<file path="config.mk">
export PLATFORM = sky130hd
export DESIGN_NAME = scl_top
export DESIGN_NICKNAME = d
export VERILOG_FILES = /design/src/shared/scl_pkg.sv /design/src/verilog/scl_sync.sv /design/src/verilog/scl_stretch.sv /design/src/verilog/scl_top.sv
export SDC_FILE = /design/constraint.sdc
export NUM_CORES = 1
export LEC_CHECK = 0
export BUFFER_PORTS_ARGS = -buffer_cell sky130_fd_sc_hd__buf_2
export CORE_UTILIZATION = 35
export DETAILED_ROUTE_END_ITERATION = 6
export PLACE_DENSITY = 0.51
export SLEW_MARGIN = 20
export SYNTH_ARGS = -nofsm -noshare
export SYNTH_HDL_FRONTEND = slang
export SYNTH_HIERARCHICAL = 1
export SYNTH_SLANG_ARGS = --single-unit
export TNS_END_PERCENT = 30
</file>
<file path="constraint.sdc">
create_clock -name pclk -period 4.88 [get_ports pclk]
set_clock_uncertainty 0.15 [all_clocks]
set_input_delay 1.22 -clock pclk [delete_from_list [all_inputs] [get_ports pclk]]
set_output_delay 1.22 -clock pclk [all_outputs]
set_load 0.1 [all_outputs]
</file>
<file path="src/shared/scl_pkg.sv">
package scl_pkg;

    // ****************************************************************
    // Timing constants
    // ****************************************************************

    // Clock period of pclk in nanoseconds (125 MHz).
    localparam int CLK_NS = 8;
    // Least visible on-time of a stretched indicator event, in milliseconds.
    localparam int STRETCH_MS = 50;
    localparam int STRETCH_CYC = STRETCH_MS * 1_000_000 / CLK_NS;
    // Run blinker half period at zero load, in milliseconds.
    localparam int RUN_BASE_MS = 250;
    localparam int RUN_BASE_CYC = RUN_BASE_MS * 1_000_000 / CLK_NS;
    // Extra half period per unit of processor load, in microseconds.
    localparam int RUN_STEP_US = 1000;
    localparam int RUN_STEP_CYC = RUN_STEP_US * 1000 / CLK_NS;
    // Fill count at which the switch synchroniser output is settled.
    localparam logic [1:0] FILL_LAST = 2'h2;

    // ****************************************************************
    // Register map (byte addresses)
    // ****************************************************************

    localparam logic [11:0] ADDR_LEDSEL = 12'h000;
    localparam logic [11:0] ADDR_STATUS = 12'h004;
    localparam logic [11:0] ADDR_PEAK   = 12'h008;
    localparam logic [11:0] ADDR_ACT    = 12'h00C;
    // Default indicator mapping: indicator i shows function i.
    localparam logic [17:0] LEDSEL_RST  = 18'h2_C688;
    // Default level thresholds on the linear magnitude scale.
    localparam logic [15:0] PEAK_THR_RST = 16'h7000;
    localparam logic [15:0] ACT_THR_RST  = 16'h0200;

    // ****************************************************************
    // Switch bank positions (1 = switch ON)
    // ****************************************************************

    localparam int SW_PCM_M  = 0;
    localparam int SW_NIB_M  = 1;
    localparam int SW_ADAPT  = 2;
    localparam int SW_TRUNC  = 3;
    localparam int SW_LINSRC = 4;
    localparam int SW_MODE_A = 6;
    localparam int SW_MODE_B = 7;
    localparam int N_LED     = 6;
    localparam int N_STR     = 3;

    // Operating modes, coded as {seventh switch, eighth switch}.
    typedef enum logic [1:0] {
        MODE_NORMAL = 2'h0,
        MODE_LEGACY = 2'h1,
        MODE_STANDALONE = 2'h2,
        MODE_TEST = 2'h3
    } scl_mode_t;

    // Indicator function codes used by the reassignment selector.
    typedef enum logic [2:0] {
        FN_AUDIO_PEAK = 3'h0,
        FN_AUDIO_ACT = 3'h1,
        FN_TRUNC = 3'h2,
        FN_ERROR = 3'h3,
        FN_VOCODER_ACT = 3'h4,
        FN_RUN = 3'h5,
        FN_OFF = 3'h6,
        FN_ON = 3'h7
    } scl_fn_t;

    // Loader states.
    typedef enum logic {ST_FILL, ST_RUN} scl_state_t;

endpackage : scl_pkg

</file>
<file path="src/verilog/scl_sync.sv">
`timescale 1ns/1ns

// Two-stage synchroniser for a bank of quasi-static inputs.
module scl_sync #(
    parameter int W = 8
) (
    // Clock and reset.
    input  wire logic         pclk,
    input  wire logic         presetn,
    // Raw and settled data.
    input  wire logic [W-1:0] d,
    output logic      [W-1:0] q
);

    // A bank needs at least one line.
    if (W < 1) begin : g_chk
        $error("scl_sync: W must be at least one");
    end

    // ****************************************************************
    // State
    // ****************************************************************

    // The first stage is read by the second stage and nothing else.
    typedef struct packed {
        logic [W-1:0] s1;
        logic [W-1:0] s2;
    } scl_sync_t;

    scl_sync_t r;   // Registered state.
    scl_sync_t n;   // Next state.

    // Shift the input through both stages.
    always_comb begin
        n    = r;
        n.s1 = d;
        n.s2 = r.s1;
    end

    // Register the state; reset clears both stages.
    always_ff @(posedge pclk or negedge presetn) begin
        if (!presetn) begin
            r <= '0;
        end else begin
            r <= n;
        end
    end

    assign q = r.s2;

endmodule : scl_sync

</file>
<file path="src/verilog/scl_stretch.sv">
`timescale 1ns/1ns

// Pulse stretcher: a single-cycle event holds the output high for MIN cycles.
module scl_stretch #(
    parameter int MIN = 16
) (
    // Clock and reset.
    input  wire logic pclk,
    input  wire logic presetn,
    // Event in, stretched level out.
    input  wire logic ev,
    output logic      on
);

    // A zero on-time would never light the indicator.
    if (MIN < 1) begin : g_chk
        $error("scl_stretch: MIN must be at least one");
    end

    // ****************************************************************
    // State
    // ****************************************************************

    typedef struct packed {
        logic [31:0] cnt;   // Remaining on-time.
        logic        on;    // Stretched output.
    } scl_str_t;

    scl_str_t r;    // Registered state.
    scl_str_t n;    // Next state.

    // A fresh event restarts the full on-time, so repeated events keep it lit.
    always_comb begin
        n = r;
        if (ev) begin
            n.cnt = 32'(MIN);
            n.on  = 1'b1;
        end else if (r.cnt > 32'h0000_0001) begin
            n.cnt = r.cnt - 32'h0000_0001;
            n.on  = 1'b1;
        end else begin
            n.cnt = 32'h0000_0000;
            n.on  = 1'b0;
        end
    end

    // Register the state.
    always_ff @(posedge pclk or negedge presetn) begin
        if (!presetn) begin
            r <= '0;
        end else begin
            r <= n;
        end
    end

    assign on = r.on;

endmodule : scl_stretch

</file>
<file path="src/verilog/scl_top.sv">
// Decided for this implementation: the placing of the registers and the APB interface to the registers.
`timescale 1ns/1ns

// Notes on behaviour
// - Switches captured once after reset, then frozen.
// - Sample-port timing master follows first switch.
// - Nibble timing master follows second switch.
// - Rate adapter only with switch and truncated timing.
// - Test mode ignores adapter and truncated switches.
// - Truncated switch selects truncated or normal timing.
// - Legacy mode: switch picks sample port or codec.
// - Linear-source switch ignored outside legacy mode.
// - Seventh and eighth switches decode four modes.
// - Peak indicator lights at peak threshold.
// - Activity indicator lights at activity threshold.
// - Truncated indicator lit while truncated timing active.
// - Error indicator lights per error or slip.
// - Vocoder indicator on running encoder or decoder voice.
// - Run indicator blinks, rate follows processor load.
// - Each indicator output reassignable to any function.
module scl_top
    import scl_pkg::*;
#(
    parameter int STRETCH_CYCLES  = scl_pkg::STRETCH_CYC,
    parameter int RUN_BASE_CYCLES = scl_pkg::RUN_BASE_CYC,
    parameter int RUN_STEP_CYCLES = scl_pkg::RUN_STEP_CYC
) (
    // Clock and reset.
    input  wire logic        pclk,
    input  wire logic        presetn,
    // APB slave.
    input  wire logic        psel,
    input  wire logic        penable,
    input  wire logic        pwrite,
    input  wire logic [11:0] paddr,
    input  wire logic [31:0] pwdata,
    output logic      [31:0] prdata,
    output logic             pready,
    output logic             pslverr,
    // Configuration switch bank.
    input  wire logic [7:0]  switch_in,
    // Status sources from the vocoder logic.
    input  wire logic [15:0] audio_level,
    input  wire logic        sample_slip,
    input  wire logic        error_event,
    input  wire logic        enc_running,
    input  wire logic        enc_voice,
    input  wire logic        dec_running,
    input  wire logic        dec_voice,
    input  wire logic [7:0]  cpu_load,
    // Decoded configuration.
    output logic             pcm_timing_master,
    output logic             nibble_timing_master,
    output logic             rate_adapter_enable,
    output logic             truncated_timing_enable,
    output logic             linear_source_pcm,
    output logic      [1:0]  operating_mode_select,
    // Indicator outputs, active high.
    output logic      [5:0]  status_led
);
    import scl_pkg::*;

    // ****************************************************************
    // Parameter checks
    // ****************************************************************

    // The stretch must cover the eight-cycle check below; counters must reload.
    if (STRETCH_CYCLES < 8 || RUN_BASE_CYCLES < 1 || RUN_STEP_CYCLES < 0) begin : g_chk
        $error("scl_top: unsupported timing parameter");
    end

    // ****************************************************************
    // State
    // ****************************************************************

    typedef struct packed {
        scl_state_t  st;        // Loader state.
        logic [1:0]  fill;      // Synchroniser fill count.
        logic [7:0]  sw;        // Captured switch image.
        logic [1:0]  mode;      // Decoded operating mode.
        logic        trunc;     // Truncated timing active.
        logic        adapt;     // Rate adapter enabled.
        logic        pcmm;      // Sample-port timing master.
        logic        nibm;      // Nibble timing master.
        logic        linsrc;    // Sample port feeds the vocoder.
        logic [17:0] ledsel;    // Function select, three bits per indicator.
        logic [15:0] peak_thr;  // Peak threshold.
        logic [15:0] act_thr;   // Activity threshold.
        logic [31:0] blink;     // Run blinker countdown.
        logic        run;       // Run blinker phase.
        logic [5:0]  led;       // Indicator outputs.
        logic [31:0] prdata;    // Read data.
        logic        pready;    // Access-phase ready.
        logic        pslverr;   // Unmapped address.
    } scl_top_t;

    scl_top_t   r;          // Registered state.
    scl_top_t   n;          // Next state.
    logic [7:0] sw_sync;    // Settled switch bank.
    logic [2:0] ev_w;       // Events to stretch: error, activity, peak.
    logic [2:0] str_on;     // Stretched events.
    logic       voice_w;    // Voice at a running coder.
    logic [7:0] fn_w;       // All indicator functions by code.
    logic       fn0_w;      // Function currently routed to indicator 0.

    // ****************************************************************
    // Switch synchroniser and event stretchers
    // ****************************************************************

    // Switches are static, so a plain two-stage synchroniser is enough.
    scl_sync #(.W(8)) u_sync (
        .pclk    (pclk),
        .presetn (presetn),
        .d       (switch_in),
        .q       (sw_sync)
    );

    // Level comparisons and slip events are too brief to see unstretched.
    assign ev_w[0] = audio_level >= r.peak_thr;
    assign ev_w[1] = audio_level >= r.act_thr;
    assign ev_w[2] = sample_slip || error_event;

    for (genvar g = 0; g < N_STR; g++) begin : g_str
        scl_stretch #(.MIN(STRETCH_CYCLES)) u_str (
            .pclk    (pclk),
            .presetn (presetn),
            .ev      (ev_w[g]),
            .on      (str_on[g])
        );
    end

    assign voice_w = (enc_running && enc_voice) || (dec_running && dec_voice);

    // Function table indexed by the function code.
    assign fn_w = {1'b1, 1'b0, r.run, voice_w, str_on[2], r.trunc, str_on[1], str_on[0]};
    assign fn0_w = fn_w[r.ledsel[2:0]];

    // ****************************************************************
    // Next-state logic
    // ****************************************************************

    // Loader, blinker, indicator routing and the APB slave in one place.
    always_comb begin
        n = r;
        // Loader: wait for the synchroniser, capture once, then hold forever.
        case (r.st)
            ST_FILL: begin
                n.fill = r.fill + 2'h1;
                if (r.fill == FILL_LAST) begin
                    n.st     = ST_RUN;
                    n.sw     = sw_sync;
                    n.mode   = {sw_sync[SW_MODE_A], sw_sync[SW_MODE_B]};
                    n.pcmm   = sw_sync[SW_PCM_M];
                    n.nibm   = sw_sync[SW_NIB_M];
                    // Test mode forces normal timing and no adapter.
                    n.trunc  = sw_sync[SW_TRUNC] && (n.mode != MODE_TEST);
                    n.adapt  = sw_sync[SW_ADAPT] && n.trunc;
                    // Only legacy mode looks at the linear-source switch.
                    n.linsrc = sw_sync[SW_LINSRC] && (n.mode == MODE_LEGACY);
                end
            end
            ST_RUN: begin
                n.st = ST_RUN;
            end
            default: begin
                n.st = ST_FILL;
            end
        endcase
        // Run blinker: heavier load gives a longer half period.
        if (r.blink == 32'h0000_0000) begin
            n.blink = 32'(RUN_BASE_CYCLES) + 32'(cpu_load) * 32'(RUN_STEP_CYCLES);
            n.run   = !r.run;
        end else begin
            n.blink = r.blink - 32'h0000_0001;
        end
        // Indicator routing through the function selector.
        for (int i = 0; i < N_LED; i++) begin
            n.led[i] = fn_w[r.ledsel[3*i +: 3]];
        end
        // APB: ready is raised for exactly the first access cycle.
        n.pready = psel && !penable;
        if (psel && !penable) begin
            n.pslverr = 1'b0;
            case (paddr)
                ADDR_LEDSEL: n.prdata = 32'(r.ledsel);
                ADDR_STATUS: n.prdata = {10'h000, r.led, r.st == ST_RUN, r.linsrc,
                                         r.nibm, r.pcmm, r.adapt, r.trunc, r.mode, r.sw};
                ADDR_PEAK:   n.prdata = 32'(r.peak_thr);
                ADDR_ACT:    n.prdata = 32'(r.act_thr);
                default: begin
                    n.prdata  = 32'h0000_0000;
                    n.pslverr = 1'b1;
                end
            endcase
        end
        // Writes take effect only at the completing edge; status is read-only.
        if (psel && penable && r.pready && pwrite) begin
            case (paddr)
                ADDR_LEDSEL: n.ledsel   = pwdata[17:0];
                ADDR_PEAK:   n.peak_thr = pwdata[15:0];
                ADDR_ACT:    n.act_thr  = pwdata[15:0];
                default:     n.ledsel   = r.ledsel;
            endcase
        end
    end

    // ****************************************************************
    // State register
    // ****************************************************************

    // Reset loads constants only; the switch image is caught after release.
    always_ff @(posedge pclk or negedge presetn) begin
        if (!presetn) begin
            r          <= '0;
            r.st       <= ST_FILL;
            r.mode     <= MODE_NORMAL;
            r.ledsel   <= LEDSEL_RST;
            r.peak_thr <= PEAK_THR_RST;
            r.act_thr  <= ACT_THR_RST;
        end else begin
            r <= n;
        end
    end

    assign prdata                  = r.prdata;
    assign pready                  = r.pready;
    assign pslverr                 = r.pslverr;
    assign pcm_timing_master       = r.pcmm;
    assign nibble_timing_master    = r.nibm;
    assign rate_adapter_enable     = r.adapt;
    assign truncated_timing_enable = r.trunc;
    assign linear_source_pcm       = r.linsrc;
    assign operating_mode_select   = r.mode;
    assign status_led              = r.led;
endmodule : scl_top

</file>
==> results of run 1 <==
==> final timing paths <==
path / from / endpoint / cells past startpoint
min in group asynchronous: presetn / r[130]$_DFFE_PN0P_ / 1
max: cpu_load[2] / r[66]$_DFF_PN0_ / 16
max in group asynchronous: presetn / r[119]$_DFFE_PN1P_ / 2
max reg2reg: r[73]$_DFFE_PN0P_ / g_str[1].u_str/r[25]$_DFF_PN0_ / 14
min reg2reg: u_sync/n[0]$_DFF_PN0_ / u_sync/q[0]$_DFF_PN0_ / 0
min: u_sync/n[0]$_DFF_PN0_ / u_sync/q[0]$_DFF_PN0_ / 0
==> per-stage QoR <==
step,util [%],hold WS [ns]
after global placement,38.6,0.183
final,41.0,0.198
after CTS,40.9,0.198
after global routing,41.0,0.208
after detailed placement,38.6,0.185
after floorplan,-,0.181
==> flip-flops by register name, summed over array words and instances (netlist names), 3 cells and up <==
name	cells
u_sync/q	8
prdata	22
status_led	6
g_str.u_str/r	96
u_sync/n	8
r	92
g_str.u_str/on	3
==> cells by family (layout without fill, tap and decap cells) <==
family	Yosys count	in the layout	share of synthesized area [%]
buf+inv	187	327	6.13
simple gates	496	496	18.8
other cells	1	10	0.0252
flops	242	242	40.8
mux	36	36	2.66
xor+xnor	84	84	4.95
compound gates	364	364	16.2
fa+ha+maj	113	113	10.4
==> worst max-delay path, delay by kind of cell <==
family	cells	cell delay [ns]
buffers and inverters	3	0.26
AND/OR/NAND/NOR	4	0.71
AO/OA/AOI/OAI	3	0.52
adder cells (fa/ha/maj)	5	2.13
XOR/XNOR	1	0.17
==> layer usage <==
layer / up-vias / routed length, um / share of wire (%)
met2: 163 / 16900 / 48
met4: 0 / 600 / 1.7
met5: - / 0 / 0
li1: 5792 / - / -
met3: 39 / 1010 / 2.8
met1: 5735 / 17100 / 48
==> repair_timing <==
item	CTS	global route
setup endpoints to repair	0	5
resized for setup	0	3
buffers inserted	0	0
==> power breakdown <==
group / internal [mW] / switching (mW) / leakage (nW)
combinational: 0.816 / 0.912 / 4.25
clock: 1.28 / 0.873 / 0.489
sequential: 2.08 / 0.0884 / 2.73
==> cell usage after synthesis (all sizes together) (17+ instances only) <==
master,count
a21o,19
a21oi,77
a221oi,18
a22o,17
a31oi,21
buf,57
clkbuf,40
dfrtp,231
fa,17
ha,96
inv,90
mux2,28
nand2,137
nand3,26
nand4,21
nor2,75
nor3,43
nor4,36
o21ai,96
o31ai,43
or3,29
or4,50
xnor2,38
xor2,46
==> cell type report <==
type	instances	share of cell area, %
clock inverters	10	0.415
repair buffers	183	6.63
multi-input cells	1103	46.5
flip-flops and latches	242	35.3
inverters	90	1.96
clock buffers	44	5.25
well taps	539	3.92
==> qor.yml, run 1 <==
critical_path:
  worstSetupPathType: "input pin to flop"
  cp_slowest_stage_delay_ns: 0.60
  cpMostUsedCell: "fa_1"
  critPathArrivalTime_ns: 5.01
  crit_path_start_kind: "input pin"
  worstPathMaxFanout: 5
  r2r_setup_slack_ns: 1.33
  crit_path_end_kind: "flop"
  cp.required_ns: 5.11
  slowest_stage: "fa_1"
  crit_chain: "buf_2 > fa_1 > ha_1 > inv_1 > fa_1 > fa_1 > inv_1 > ha_4 > nand4_1 > a211oi_2 > nor3_1 > xnor2_1 > nor4_2 > a21o_1 > and3_1 > a31oi_1"
floorplanning:
  die_h_um: 208
  die_area_um2: 43300
  coreArea_um2: 41900
  rows: 75
  dieWidth_um: 208
  ios: 134
  start_util_pct: 35.4
power_and_ir_drop:
  finalPower_mw: 6.04
  p_leak_nw: 7.48
  vdd_ir_drop_max_v: 0.000240
  powerDensity_nw_per_um2: 351
global_routing:
  met1_usage_pct: 22.9
  busiest_layer: "met2"
  grt_first_pass_wirelength_um: 60600
  met2_usage_pct: 28.6
  grt_max_degree: 96
  grt.met3_usage_pct: 1.60
  first_global_vias: 11835
  grt_overflow: 0
  antenna_found_initial: 0
  grt_use_total_pct: 16.8
sta:
  final_hold_viol_count: 0
  maxSlewViolCount: 0
  worstMarginPinSlew_ns: 1.07
  rsz0062_at_grt: "true"
  setup-tns-final_ns: 0
  fin_crit_sh_pct: 98.0
  setup_ws_ns: 0.0985
  setup_violations: 0
  fmaxAchievable_mhz: 209
  slew_headroom_pct: 28.1
  min_period_ns: 4.78
layout:
  area_growth_pct: 15.6
  final_common_cell: "dfrtp_1"
  mostFrequentLayoutCells: "231 x dfrtp_1, 137 x nand2_1, 108 x buf_2"
  fin_cells: 2211
  drive_above_1_share_pct: 19.4
  multi_input_area_um2: 8000
  postLayoutCellArea_um2: 17200
  fillers: 4128
  seq_area_um2: 6070
  insertedDiodeCount: 0
  nets: 1849
placement:
  place_ws_ns: -0.498
  place_congestion: 0.805
  placed_area_um2: 16200
  dp.final_hpwl_um: 25800
  port_buffers: 109
  place_inst: 2156
synthesis:
  synth_top_cell_by_area: "dfrtp_1"
  synthArstFlopShare_pct: 100
  synth_area_um2: 14900
  ys_seq_area_share_pct: 40.8
  syn_area_per_cell_um2: 9.76
  ys_warn_count: 6
  synthCells: 1523
  synthDistinctLibCells: 70
  yosys.area.top_type_share_pct: 38.9
  ys.flop_type: "dfrtp_1"
  synth_area_leaders: "dfrtp_1 39%, ha_1 8.1%, nand2_1 3.5%"
  ys_ff_latch: 242
  synth_edf_count: 0
outcome:
  status: "finished clean"
clocking:
  cts_buffers: 29
  htreeDepth: 1
  clkTransAtPathRegs_ns: 0.06
  cts-root-buf: "clkbuf_16"
  hold_buffers: 0
  cts_sinks: 242
  cts_tree: "yes"
  clk_latency_ns: 0.56
  cts_buffer_depth: 3
run:
  maxCapViolCount: 0
route:
  routed_via_density: 5.30
  drt_first_pass_iters: 6
  wl_per_cell_um: 16.1
  first_iter_violations: 633
  num_vias: 11729
  ant_nets: 0
  drc: 0
  wl_um: 35600
worst_hold_path:
  holdCritPathClass: "flop to flop"
Note: power is estimated with default switching activity, not from simulation.
==> run 2: changes to the inputs <==
--- a/config.mk
+++ b/config.mk
@@ -8,7 +8,7 @@
 export BUFFER_PORTS_ARGS = -buffer_cell sky130_fd_sc_hd__buf_2
 export CORE_UTILIZATION = 35
 export DETAILED_ROUTE_END_ITERATION = 6
-export PLACE_DENSITY = 0.51
+export PLACE_DENSITY = 0.53
 export SLEW_MARGIN = 20
 export SYNTH_ARGS = -nofsm -noshare
 export SYNTH_HDL_FRONTEND = slang
==> constraint.sdc (replaced) <==
create_clock -name pclk -period 3.9 [get_ports pclk]
set_clock_uncertainty 0.15 [all_clocks]
set_input_delay 0.975 -clock pclk [delete_from_list [all_inputs] [get_ports pclk]]
set_output_delay 0.975 -clock pclk [all_outputs]
set_load 0.1 [all_outputs]
==> run 2 against run 1 <==
Critical path depth grew 1. Worst hold slack is essentially flat. Critical path type unchanged. First-iteration DRC count shrank 3.0%. Largest power group unchanged. The flow now finishes with violations (setup timing).
==> qor.yml, run 2 (same netlist as run 1, synthesis figures left out) <==
clocking:
  cts_buffer_depth: 3
  cts_tree: "yes"
  clkTransAtPathRegs_ns: 0.06
  cts_buffers: 27
  htreeDepth: 1
  clk_latency_ns: 0.57
  cts-root-buf: "clkbuf_16"
  hold_buffers: 0
  cts_sinks: 242
layout:
  nets: 1887
  insertedDiodeCount: 0
  seq_area_um2: 6070
  regMostFlops: "g_str.u_str/r"
  largest_reg_flops: 96
  area_growth_pct: 17.9
  drive_above_1_share_pct: 21.6
  fillers: 4116
  multi_input_area_um2: 8090
  mostFrequentLayoutCells: "231 x dfrtp_1, 136 x nand2_1, 108 x buf_4"
  final_common_cell: "dfrtp_1"
  fin_cells: 2247
global_routing:
  grt_first_pass_wirelength_um: 61300
  first_global_vias: 11954
  grt_overflow: 0
  antenna_found_initial: 1
  grt_max_degree: 80
  grt_use_total_pct: 17.1
sta:
  setup-tns-final_ns: -3.18
  maxSlewViolCount: 0
  setup_ws_ns: -0.540
  final_hold_viol_count: 0
  min_period_ns: 4.44
  fmaxAchievable_mhz: 225
  fin_crit_sh_pct: 114
  worstMarginPinSlew_ns: 0.872
  slew_headroom_pct: 41.3
  rsz0062_at_grt: "true"
  setup_violations: 9
floorplanning:
  rows: 75
  ios: 134
  die_h_um: 208
  die_area_um2: 43300
  start_util_pct: 35.4
  dieWidth_um: 208
  coreArea_um2: 41900
placement:
  place_congestion: 0.798
  dp.final_hpwl_um: 26300
  place_inst: 2191
  port_buffers: 109
route:
  drc: 0
  drt_first_pass_iters: 5
  ant_nets: 0
  first_iter_violations: 614
  wl_per_cell_um: 16.1
  routed_via_density: 5.35
  wl_um: 36100
  num_vias: 12021
critical_path:
  crit_path_end_kind: "flop"
  r2r_setup_slack_ns: 0.51
  cp.required_ns: 4.17
  worstSetupPathType: "input pin to flop"
  critPathArrivalTime_ns: 4.71
  crit_path_start_kind: "input pin"
  worstPathMaxFanout: 5
power_and_ir_drop:
  powerDensity_nw_per_um2: 437
  finalPower_mw: 7.66
  vdd_ir_drop_max_v: 0.000340
  p_leak_nw: 7.64
run:
  maxCapViolCount: 0
worst_hold_path:
  holdCritPathClass: "flop to flop"
outcome:
  violations: "setup timing"
  status: "complete, but fails checks"
## run 2: changes by cell type in the layout (fill, tap and decap cells not counted), moves of 3 or more
cell       delta
buf_4        +37
bufinv_16     +3
clkbuf_1      +6
clkbuf_8     -11
## run 2: worst paths after layout
kind                                  startpoint                             end  cells past startpoint
setup / recovery                     cpu_load[2]                 r[66]$_DFF_PN0_                     17
hold / removal             u_sync/n[0]$_DFF_PN0_           u_sync/q[0]$_DFF_PN0_                      0
setup reg to reg               r[73]$_DFFE_PN0P_  g_str[1].u_str/r[14]$_DFF_PN0_                     14
hold reg to reg            u_sync/n[0]$_DFF_PN0_           u_sync/q[0]$_DFF_PN0_                      0
max in group asynchronous                presetn   g_str[2].u_str/r[5]$_DFF_PN0_                      2
min in group asynchronous                presetn              r[131]$_DFFE_PN0P_                      1
## run 2: what timing repair did
item	CTS	global route
resized for setup	14	10
endpoints found under the hold margin	0	0
setup buffers	3	1
pin swaps	3	3
setup endpoints to repair	10	11
## run 2: layout make-up
class,count,area share (%)
sequential,242,34.6
multi-input combinational,1103,46.1
tap,539,3.85
timing repair buffer,223,8.43
inverter,90,1.93
clock inverter,13,0.913
clock buffer,37,4.12
## run 2: where the power goes
group | internal, mW | switching (mW) | leakage [nW] | total (mW)
logic | 1.17 | 1.21 | 4.48 | 2.38
clock network | 1.50 | 1.07 | 0.430 | 2.57
registers | 2.60 | 0.112 | 2.73 | 2.71
total | 5.27 | 2.39 | 7.64 | 7.66
## run 2: metal layers
| metal | track usage (%) | share of wire, % | vias up |
|---|---|---|---|
| met1 | 23.8 | 48 | 5914 |
| met2 | 27.9 | 46 | 175 |
| met3 | 2.52 | 3.4 | 51 |
| li1 | - | - | 5879 |
| met5 | 0 | 0.030 | - |
| met4 | 4.01 | 1.9 | 2 |
## run 2: stage by stage
| stage | hold WS (ns) | worst slack (ns) | instance area (um2) | utilization, % |
|---|---|---|---|---|
| CTS | 0.199 | -0.494 | 17500 | 41.6 |
| global route | 0.204 | -0.722 | 17500 | 41.8 |
| global placement | 0.187 | -1.12 | 16500 | 39.3 |
| finish | 0.197 | -0.540 | 17500 | 41.8 |
| detailed placement | 0.185 | -1.15 | 16500 | 39.3 |
| floorplan | 0.181 | -0.756 | 14900 | - |
## run 2: worst max-delay path, stage by stage
cell	delay [ns]
buf_8	0.10
fa_1	0.49
ha_1	0.31
inv_2	0.04
fa_1	0.46
fa_1	0.56
inv_2	0.05
ha_4	0.28
nand4_1	0.17
a211oi_2	0.26
nor3_2	0.10
xnor2_2	0.15
nor4_2	0.20
buf_4	0.16
a21o_1	0.15
and3_1	0.17
a31oi_1	0.08
